## src/rivm_defs.svh

```systemverilog
`ifndef RIVM_DEFS_SVH
`define RIVM_DEFS_SVH

// ==========================================================================
// Widths
// ==========================================================================
`define RIVM_ADDR_W 16
`define RIVM_NUM_W 5
`define RIVM_IRQ_W 24

// ==========================================================================
// Vector numbers and addresses
// ==========================================================================
`define RIVM_VEC_RESET 5'h01
`define RIVM_VEC_FIRST_IRQ 5'h02
`define RIVM_VEC_RESERVED 5'h17
`define RIVM_VEC_NONE 5'h00
`define RIVM_RESERVED_BIT 21
`define RIVM_RESET_ADDR 16'h0000
`define RIVM_APP_BASE 16'h0000
`define RIVM_ADDR_EXT_ZERO 16'h0002
`define RIVM_ADDR_PIN_ZERO 16'h0004
`define RIVM_ADDR_PIN_TWO 16'h002e
`define RIVM_ADDR_SPI_DONE 16'h0018
`define RIVM_ADDR_PIN_ONE 16'h0006
`define RIVM_ADDR_TMR_TWO_CMP 16'h0008
`define RIVM_ADDR_TMR_ONE_CAPT 16'h000c
`define RIVM_ADDR_TMR_ONE_OVF 16'h0012
`define RIVM_ADDR_TMR_ZERO_OVF 16'h0016
`define RIVM_ADDR_USART_RX 16'h001a
`define RIVM_ADDR_SERIAL_START 16'h0020
`define RIVM_ADDR_EEPROM 16'h0028
`define RIVM_ADDR_SELF_PROG 16'h002a
`define RIVM_ADDR_PIN_THREE 16'h0030
`define RIVM_VEC_PIN_ZERO 5'h03
`define RIVM_VEC_PIN_ONE 5'h04
`define RIVM_VEC_TMR_TWO_CMP 5'h05
`define RIVM_VEC_TMR_ONE_CAPT 5'h07
`define RIVM_VEC_TMR_ONE_OVF 5'h0a
`define RIVM_VEC_TMR_ZERO_OVF 5'h0c
`define RIVM_VEC_SPI_DONE 5'h0d
`define RIVM_VEC_USART_RX 5'h0e
`define RIVM_VEC_SERIAL_START 5'h11
`define RIVM_VEC_EEPROM 5'h15
`define RIVM_VEC_SELF_PROG 5'h16
`define RIVM_VEC_PIN_TWO 5'h18
`define RIVM_VEC_PIN_THREE 5'h19

// ==========================================================================
// Fuse encoding
// ==========================================================================
`define RIVM_FUSE_PROGRAMMED 1'b0

`endif

```

## src/rivm_pkg.sv

```systemverilog
`include "rivm_defs.svh"

package rivm_pkg;

  // Reset sources that all lead to the reset vector.
  typedef struct packed {
    logic ext_pin;
    logic power_on;
    logic brown_out;
    logic watchdog;
    logic debug_port;
  } rivm_reset_cause_s;

  // Dispatch state, Gray coded.
  typedef enum logic [1:0] {
    ST_IDLE = 2'b00,
    ST_HOLD = 2'b01
  } rivm_state_e;

  typedef logic [`RIVM_ADDR_W-1:0] rivm_addr_t;
  typedef logic [`RIVM_NUM_W-1:0] rivm_num_t;

endpackage : rivm_pkg

```

## src/rivm_vector_map.sv

```systemverilog
// Notes on behaviour
// - Every reset source fetches vector one, at address 0x0000 while the boot fuse is unprogrammed.
// - External request zero dispatches to vector 2 at 0x0002.
// - Pin change groups zero and one go to 0x0004 and 0x0006.
// - Pin change groups two and three go to 0x002E and 0x0030.
// - Timer two events at 0x0008/0x000A, timer zero at 0x0014/0x0016.
// - Timer one capture, compare A, compare B, overflow at 0x000C..0x0012.
// - SPI done at 0x0018; serial unit start and overflow at 0x0020/0x0022.
// - USART receive, data empty, transmit done at 0x001A, 0x001C, 0x001E.
// - Comparator 0x0024, converter 0x0026, EEPROM ready 0x0028.
// - Self program ready at 0x002A; vector 23 at 0x002C is never used.
// - With table select set, interrupt addresses add the boot section start.
// - Programmed boot fuse sends reset to the boot loader entry.
// - Fuse value one is unprogrammed, zero is programmed.
// - Reset target and interrupt base are selected independently.
`timescale 1ns/1ps
`default_nettype none
`include "rivm_defs.svh"

module rivm_vector_map (
  input wire logic CLK,
  input wire logic SRST,
  input wire rivm_pkg::rivm_reset_cause_s RESET_CAUSE,
  input wire logic [`RIVM_IRQ_W-1:0] IRQ_REQ,
  input wire logic BOOT_RESET_SELECT_FUSE,
  input wire logic VECTOR_TABLE_SELECT,
  input wire rivm_pkg::rivm_addr_t BOOT_ENTRY_ADDR,
  input wire logic FETCH_ACK,
  output logic VEC_VALID,
  output rivm_pkg::rivm_addr_t VEC_ADDR,
  output rivm_pkg::rivm_num_t VEC_NUM,
  output logic VEC_IS_RESET
);
  import rivm_pkg::*;

  // ========================================================================
  // Request decode
  // ========================================================================
  // Lowest numbered pending line wins; bit i stands for vector i plus two.
  function automatic rivm_num_t rivm_first_vec(input logic [`RIVM_IRQ_W-1:0] req);
    rivm_num_t v;
    v = `RIVM_VEC_NONE;
    for (int i = `RIVM_IRQ_W - 1; i >= 0; i--) begin
      if (req[i]) begin
        v = rivm_num_t'(i) + `RIVM_VEC_FIRST_IRQ;
      end
    end
    return v;
  endfunction : rivm_first_vec

  rivm_state_e state_ff;
  rivm_state_e nxt_state;
  logic rst_pend_ff;
  logic nxt_rst_pend;
  logic valid_ff;
  logic nxt_valid;
  rivm_num_t num_ff;
  rivm_num_t nxt_num;
  logic is_reset_ff;
  logic nxt_is_reset;
  logic fuse_ff;
  logic sel_ff;
  rivm_addr_t boot_ff;

  // The reserved slot has no source, so its line is dropped here.
  wire logic [`RIVM_IRQ_W-1:0] reserved_mask = ~(`RIVM_IRQ_W'(1) << `RIVM_RESERVED_BIT);
  wire logic [`RIVM_IRQ_W-1:0] req_live = IRQ_REQ & reserved_mask;
  wire logic any_cause = |RESET_CAUSE;
  wire logic take_reset = rst_pend_ff | any_cause;
  wire logic idle = (state_ff == ST_IDLE);
  wire logic capture = idle & (take_reset | (|req_live));
  wire logic capture_reset = idle & take_reset;
  // Fixed slot numbering gives every listed address via the calculator.
  wire rivm_num_t irq_vec = rivm_first_vec(req_live);

  // ========================================================================
  // Next state
  // ========================================================================
  // A reset seen during capture of the previous one stays pending.
  assign nxt_rst_pend = any_cause | (rst_pend_ff & ~capture_reset);
  assign nxt_valid = capture | (valid_ff & ~FETCH_ACK);
  assign nxt_num = capture ? (take_reset ? `RIVM_VEC_RESET : irq_vec) : num_ff;
  assign nxt_is_reset = capture ? take_reset : is_reset_ff;

  // Dispatch sequencing.
  always_comb begin
    case (state_ff)
      ST_IDLE: nxt_state = capture ? ST_HOLD : ST_IDLE;
      ST_HOLD: nxt_state = FETCH_ACK ? ST_IDLE : ST_HOLD;
      default: nxt_state = ST_IDLE;
    endcase
  end

  // ========================================================================
  // Registers
  // ========================================================================
  // System reset itself leaves the reset vector pending.
  always_ff @(posedge CLK) begin
    if (SRST) begin
      state_ff <= ST_IDLE;
      rst_pend_ff <= 1'b1;
      valid_ff <= 1'b0;
      num_ff <= `RIVM_VEC_NONE;
      is_reset_ff <= 1'b0;
    end else begin
      state_ff <= nxt_state;
      rst_pend_ff <= nxt_rst_pend;
      valid_ff <= nxt_valid;
      num_ff <= nxt_num;
      is_reset_ff <= nxt_is_reset;
    end
  end

  // Settings in force when a vector is taken, kept for checking.
  always_ff @(posedge CLK) begin
    if (SRST) begin
      fuse_ff <= 1'b1;
      sel_ff <= 1'b0;
      boot_ff <= `RIVM_RESET_ADDR;
    end else if (capture) begin
      fuse_ff <= BOOT_RESET_SELECT_FUSE;
      sel_ff <= VECTOR_TABLE_SELECT;
      boot_ff <= BOOT_ENTRY_ADDR;
    end
  end

  // ========================================================================
  // Address calculation
  // ========================================================================
  // The address is formed from the same inputs that the capture edge samples.
  rivm_addr_calc u_calc (
    .clk(CLK),
    .srst(SRST),
    .load(capture),
    .is_reset(take_reset),
    .vec_num(nxt_num),
    .boot_fuse(BOOT_RESET_SELECT_FUSE),
    .table_sel(VECTOR_TABLE_SELECT),
    .boot_entry(BOOT_ENTRY_ADDR),
    .addr_ff(VEC_ADDR)
  );

  // Outputs come straight from their registers.
  assign VEC_VALID = valid_ff;
  assign VEC_NUM = num_ff;
  assign VEC_IS_RESET = is_reset_ff;
endmodule : rivm_vector_map

`default_nettype wire

```

## src/rivm_addr_calc.sv

```systemverilog
`timescale 1ns/1ps
`default_nettype none
`include "rivm_defs.svh"

module rivm_addr_calc (
  input wire logic clk,
  input wire logic srst,
  input wire logic load,
  input wire logic is_reset,
  input wire rivm_pkg::rivm_num_t vec_num,
  input wire logic boot_fuse,
  input wire logic table_sel,
  input wire rivm_pkg::rivm_addr_t boot_entry,
  output rivm_pkg::rivm_addr_t addr_ff
);
  import rivm_pkg::*;

  // ========================================================================
  // Address arithmetic
  // ========================================================================
  // Reset base follows the fuse, interrupt base follows the select bit.
  wire logic fuse_prog = (boot_fuse == `RIVM_FUSE_PROGRAMMED);
  wire rivm_addr_t reset_base = fuse_prog ? boot_entry : `RIVM_RESET_ADDR;
  wire rivm_addr_t irq_base = table_sel ? boot_entry : `RIVM_APP_BASE;
  wire rivm_addr_t base = is_reset ? reset_base : irq_base;
  wire rivm_num_t slot = vec_num - `RIVM_VEC_RESET;
  // Two program words per slot, counted from vector one.
  wire rivm_addr_t offset = {{(`RIVM_ADDR_W-`RIVM_NUM_W-1){1'b0}}, slot, 1'b0};
  wire rivm_addr_t nxt_addr = base + offset;

  // The address register loads only when a new vector is captured.
  always_ff @(posedge clk) begin
    if (srst) begin
      addr_ff <= `RIVM_RESET_ADDR;
    end else if (load) begin
      addr_ff <= nxt_addr;
    end
  end

endmodule : rivm_addr_calc

`default_nettype wire

```

## config.mk

```make
export PLATFORM = sky130hd
export DESIGN_NAME = rivm_vector_map
export DESIGN_NICKNAME = d
export VERILOG_FILES = /design/src/rivm_pkg.sv /design/src/rivm_vector_map.sv /design/src/rivm_addr_calc.sv
export VERILOG_INCLUDE_DIRS = /design/src /design/src/src
export SDC_FILE = /design/constraint.sdc
export NUM_CORES = 1
export LEC_CHECK = 0
export CAP_MARGIN = 20
export CORE_MARGIN = 3
export CORE_UTILIZATION = 50
export CTS_BUF_LIST = sky130_fd_sc_hd__clkbuf_4
export CTS_CLUSTER_DIAMETER = 120
export DETAILED_ROUTE_END_ITERATION = 16
export DONT_BUFFER_PORTS = 1
export PLACE_DENSITY_LB_ADDON = 0.05
export SETUP_SLACK_MARGIN = 0.05
export SYNTH_ARGS = -nofsm -noshare
export SYNTH_HDL_FRONTEND = slang
export SYNTH_SLANG_ARGS = --single-unit
```

## constraint.sdc

```tcl
create_clock -name CLK -period 5.35 [get_ports CLK]
set_input_delay 0.535 -clock CLK [delete_from_list [all_inputs] [get_ports CLK]]
set_output_delay 0.535 -clock CLK [all_outputs]
set_load 0.02 [all_outputs]
```

# Yosys cells after proc, flatten, opt, wreduce, memory -nomap -nowiden
# Cells that the tools add are included.
# classes
addsub	2
eq_ne	1
mux	31
bitwise_logic	10
reduce_logical	3
# op_table
cell	n
$mux 5	25
$mux 16	3
$reduce_or 23->1	1
$add 16x6->16	1
$reduce_or 5->1	1
$sub 5x1->5 const B	1
$and 1x1->1	4
$or 1x1->1	4
$eq 2x1->1 const B	1
$logic_not 2->1	1
$mux 1	2
$not 1->1	2
$pmux 1 s2	1
# word_totals
ff_bits	26
inputBits	50
output_inout_bits	23
word_cells	53

# Longest topological paths before layout
# logic_depth
depth_word	27
depth_mapped	16
ltp_nobuf	16

# By module
# Synthesis repeated with hierarchy kept, for this count alone.
# unflattened
hier_cells	226
area_unflattened_um2	1799.2
# by_module_without_submodules
mod	instances	cells_per_inst	area_per_inst_um2	seq_area_each_um2
rivm_addr_calc	1	137	1134.8	320.3
rivm_vector_map	1	89	664.4	180.2

# Worst setup path before layout
# No wires, ideal clock.
# synth_path
path_type	input port to flip-flop
from	input RESET_CAUSE[4] (netlist bit)
to	register u_calc.addr_ff[15]
setup_ns	0.116
t_arrival_ns	3.692
required_ns	5.234
setup_slack_ns	1.542
stages	15
path_buffers	0
cell_sequence	nor4_2 nand4_2 o31ai_2 and2_1 a31oi_1 ha_1 inv_1 fa_1 a21o_1 a21oi_1 inv_1 a21oi_1 nor3b_1 xor2_1 a41o_1
# synth_between
elab_chain_cells	7
word_cells_on_any_way	9
classes_between	add/sub: 2; mux: 3; bitwise: 3; reduce/logical: 1
# synth_rtl
item	line_no	source
start: declaration	rivm_vector_map.sv:23	input wire rivm_pkg::rivm_reset_cause_s RESET_CAUSE,
$reduce_or 5->1 (*)	rivm_vector_map.sv:68	wire logic any_cause = |RESET_CAUSE;
$or 1x1->1 (*)	rivm_vector_map.sv:69	wire logic take_reset = rst_pend_ff | any_cause;
$or 1x1->1	rivm_vector_map.sv:71	wire logic capture = idle & (take_reset | (|req_live));
$and 1x1->1	rivm_vector_map.sv:71	
$mux 5	rivm_vector_map.sv:82	assign nxt_num = capture ? (take_reset ? `RIVM_VEC_RESET : irq_vec) : num_ff;
$sub 5x1->5 (no line)	n/a	
$add 16x6->16	rivm_addr_calc.sv:29	wire rivm_addr_t nxt_addr = base + offset;
end signal: assignment	rivm_addr_calc.sv:34	addr_ff <= `RIVM_RESET_ADDR;
end signal: assignment	rivm_addr_calc.sv:36	addr_ff <= nxt_addr;
end: declaration	rivm_addr_calc.sv:14	output rivm_pkg::rivm_addr_t addr_ff
# Every way passes the cells marked *; elsewhere a longest branch is shown, timed or not.
# A chain may end at the register's enable or synchronous reset.

# Worst setup path in the final report
# layout_path
from	register rst_pend_ff
to	register u_calc.addr_ff[15]
# layout_between
elab_chain_cells	6
word_cells_on_any_way	8
classes_between	add/sub: 2; mux: 3; bitwise: 3
# layout_rtl
item	line_no	source
start: declaration	rivm_vector_map.sv:53	logic rst_pend_ff;
start signal: assignment	rivm_vector_map.sv:107	rst_pend_ff <= nxt_rst_pend;
$or 1x1->1 (*)	rivm_vector_map.sv:69	
$or 1x1->1	rivm_vector_map.sv:71	
$and 1x1->1	rivm_vector_map.sv:71	
$mux 5	rivm_vector_map.sv:82	
$sub 5x1->5 (no line)	n/a	
$add 16x6->16	rivm_addr_calc.sv:29	
# Marked as above.

==> flow_metrics.env <==
export IMPL_hold_path_class="primary input to flip-flop"
export IMPL_cap_violations=0
export IMPL_io_buffers=0
export IMPL_grt_pass1_wl_um=6510
export IMPL_fillCellCount=325
export IMPL_antenna_found_initial=0
export IMPL_core_um2=3100
export IMPL_synthesis_nets=269
export IMPL_timing_final_crit_period_ps=3990
export IMPL_cts_setup_buffers=0
export IMPL_die_w_um=63.4
export IMPL_track_usage_pct=19.6
export IMPL_cts_buffers=3
export IMPL_top_usage_layer="met2"
export IMPL_yosysUniqueCellTypes=43
export IMPL_cp_required_ps=5590
export IMPL_ys_warn_count=0
export IMPL_use_met1_pct=23.8
export IMPL_synth_edf_count=0
export IMPL_cts_hold_buf=0
export IMPL_use_met3_pct=5.70
export IMPL_drt_iter0_markers=40
export IMPL_critPathCaptureType="flip-flop"
export IMPL_powerDensity_nw_per_um2=224
export IMPL_grt_pass1_vias=1505
export IMPL_initial_core_util_pct=53.1
export IMPL_dp_hpwl_um=3100
export IMPL_clock_latency_ps=320
export IMPL_ys_flop_type="dfxtp_1"
export IMPL_antenna_cells=0
export IMPL_die_area_um2=4020
export IMPL_grt_max_degree=24
export IMPL_fin_skew_ps=11.6
export IMPL_syn_area_um2=1650
export IMPL_min_period_over_period_pct=74.6
export IMPL_die_height_um=63.4
export IMPL_final_area_um2=1730
export IMPL_nets=271
export IMPL_wire_per_inst_um=15.0
export IMPL_cts_htree_levels=1
export IMPL_crit_fanout=12
export IMPL_wl_um=3870
export IMPL_clock_sinks=25
export IMPL_clkTransAtPathRegs_ps=150
export IMPL_async_flop_share_pct=0
export IMPL_vias=1469
export IMPL_dpl_worst_slack_ps=1080
export IMPL_hold_depth=1
export IMPL_r2r_end="u_calc.addr_ff[15]"
export IMPL_finalSetupTns_ps=0
export IMPL_hold_end="u_calc.addr_ff[0]"
export IMPL_worstMarginPinSlew_ps=736
export IMPL_cts_tree="done"
export IMPL_multi_input_area_um2=1070
export IMPL_seqCellArea_um2=500
export IMPL_rows=20
export IMPL_p_leak_nw=0.661
export IMPL_synth_seq_area_share_pct=30.3
export IMPL_finalHoldViolCount=0
export IMPL_finalNonFillerCells=257
export IMPL_rr_startpoint="rst_pend_ff"
export IMPL_dp_cells=253
export IMPL_reg2regPathDepth=16
export IMPL_grt_overflow_total=0
export IMPL_fin_ws_ps=1360
export IMPL_ys_ff_latch=25
export IMPL_irDropWorstVdd_mv=0.117
export IMPL_cts_resized_gates=0
export IMPL_outcome="finished clean"
export IMPL_drc=0
export IMPL_max_freq_ghz=0.251
export IMPL_drive_above_1_share_pct=7.04
export IMPL_rsz0062_at_grt="no"
export IMPL_synthCells=212
export IMPL_cts_buffer_depth=2
export IMPL_path_class="flip-flop to flip-flop"
export IMPL_startpoint_type="flip-flop"
export IMPL_first_pass_iters=4
export IMPL_placed_area_um2=1700
export IMPL_gp_congestion=0.847
export IMPL_area_delta_synth_final_pct=5.01
export IMPL_reg2reg_slack_ps=1360
export IMPL_ant_nets=0
export IMPL_io_pins=73
export IMPL_grtUsageMet2_pct=34.4
export IMPL_relSlewSlack_pct=51.0
export IMPL_hp_start="SRST"
export IMPL_viasPerCell=5.72
export IMPL_cts_root_buf="clkbuf_4"
export IMPL_syn_avg_cell_area_um2=7.78
export IMPL_drv_slew=0
export IMPL_setup_viol=0
export IMPL_cp_arrival_ps=4230
==> layer usage <==
metal	wire [µm]	vias to the layer above
met2	1860	42
met4	12	0
met3	295	2
met5	0	-
li1	-	757
met1	1700	668
==> synth_stat cells (2+ instances only) <==
master / instances / area share (%)
xnor2_1: 12 / 6.4
o21bai_1: 2 / 0.91
a31oi_1: 2 / 0.76
nand2_1: 19 / 4.3
nand3_1: 4 / 1.2
and3_1: 2 / 0.76
nor4_1: 2 / 0.76
a211oi_1: 3 / 1.4
nor4_2: 3 / 2.3
or4_1: 3 / 1.4
clkbuf_1: 5 / 1.1
nor3_1: 6 / 1.8
nor3b_1: 3 / 1.4
nor2_1: 24 / 5.5
xor2_1: 3 / 1.6
and2_1: 10 / 3.8
nor2b_1: 3 / 1.1
o31ai_1: 3 / 1.4
o32ai_1: 7 / 3.7
a21oi_1: 23 / 7.0
ha_1: 6 / 4.6
a21o_1: 2 / 0.91
dfxtp_1: 25 / 30
o21ai_0: 5 / 1.5
inv_1: 17 / 3.9
==> where the power goes <==
part           switching [mW]  leakage, nW  internal, mW
Sequential             0.0234        0.206         0.199
Combinational          0.0415        0.437        0.0349
Clock                  0.0590       0.0183        0.0304
Total                   0.124        0.661         0.264
==> worst max-delay path by stage <==
| stage | start | endpoint | slack, ps | cells after the start |
|---|---|---|---|---|
| finish | rst_pend_ff | u_calc.addr_ff[15] | 1360 | 16 |
| global route | rst_pend_ff | u_calc.addr_ff[15] | 1030 | 16 |
| CTS | rst_pend_ff | u_calc.addr_ff[15] | 1330 | 16 |
| detailed placement | IRQ_REQ[2] | u_calc.addr_ff[15] | 1080 | 16 |
| global placement | IRQ_REQ[6] | u_calc.addr_ff[15] | 1210 | 16 |
| floorplan | RESET_CAUSE[4] | u_calc.addr_ff[15] | 1540 | 15 |
==> kinds of logic (layout without fill, tap and decap cells) <==
family,count (synthesis),in the layout,share of synthesized area (%)
AND/OR/NAND/NOR,88,88,29.1
AO/OA/AOI/OAI,55,55,21.9
flip-flops,25,25,30.3
buffers and inverters,22,23,5.01
XOR/XNOR,15,15,7.97
adder cells (fa/ha/maj),7,7,5.77
==> sequential cells by signal (all words and copies together) (netlist names) <==
register,flops
u_calc.addr_ff,16
VEC_NUM,5
VEC_IS_RESET,1
VEC_VALID,1
rst_pend_ff,1
state_ff,1
==> critical path, stage by stage (launching register included) <==
cell,delay (ps)
dfxtp_1,350
nor4_2,330
nand4_2,210
nor3_2,230
nor2_2,130
o2111ai_1,160
o21ai_0,220
ha_1,330
inv_1,60
fa_1,460
a21o_1,190
a21oi_1,250
inv_1,80
a21oi_1,380
nor3b_1,120
xor2_1,160
a41o_1,240
==> placed cells by master, fill, tap and decap left out, drive strengths merged, types with 2 or more instances in the layout <==
cell type / netlist / layout
buf: 0 / 2
and3: 2 / 2
a21oi: 23 / 23
nor2: 25 / 25
and2: 10 / 10
nand2: 19 / 19
o32ai: 7 / 7
dfxtp: 25 / 25
or4: 3 / 3
a211oi: 3 / 3
nor3b: 3 / 3
inv: 17 / 18
a31oi: 2 / 2
xnor2: 12 / 12
clkbuf: 5 / 3
a21o: 2 / 2
nand3: 4 / 4
o31ai: 4 / 4
ha: 6 / 6
nor2b: 3 / 3
nor3: 7 / 7
xor2: 3 / 3
nand4: 2 / 2
o21bai: 2 / 2
o21ai: 5 / 5
nor4: 5 / 5
==> layout make-up <==
type	instances	share of cell area, %
clock buffers	3	1.30
clock inverters	1	0.506
inverters	17	3.68
multi-input cells	165	61.6
flip-flops and latches	25	28.9
well taps	44	3.18
repair buffers	2	0.867
==> metrics by stage <==
stage / total power, mW / utilization, % / hold WS (ps)
floorplan: 0.288 / - / 505
global placement: 0.300 / 54.8 / 512
detailed placement: 0.302 / 54.8 / 540
CTS: 0.391 / 55.8 / 244
global route: 0.414 / 55.8 / 226
finish: 0.388 / 55.8 / 255
Power figures use the tool's default switching activity.
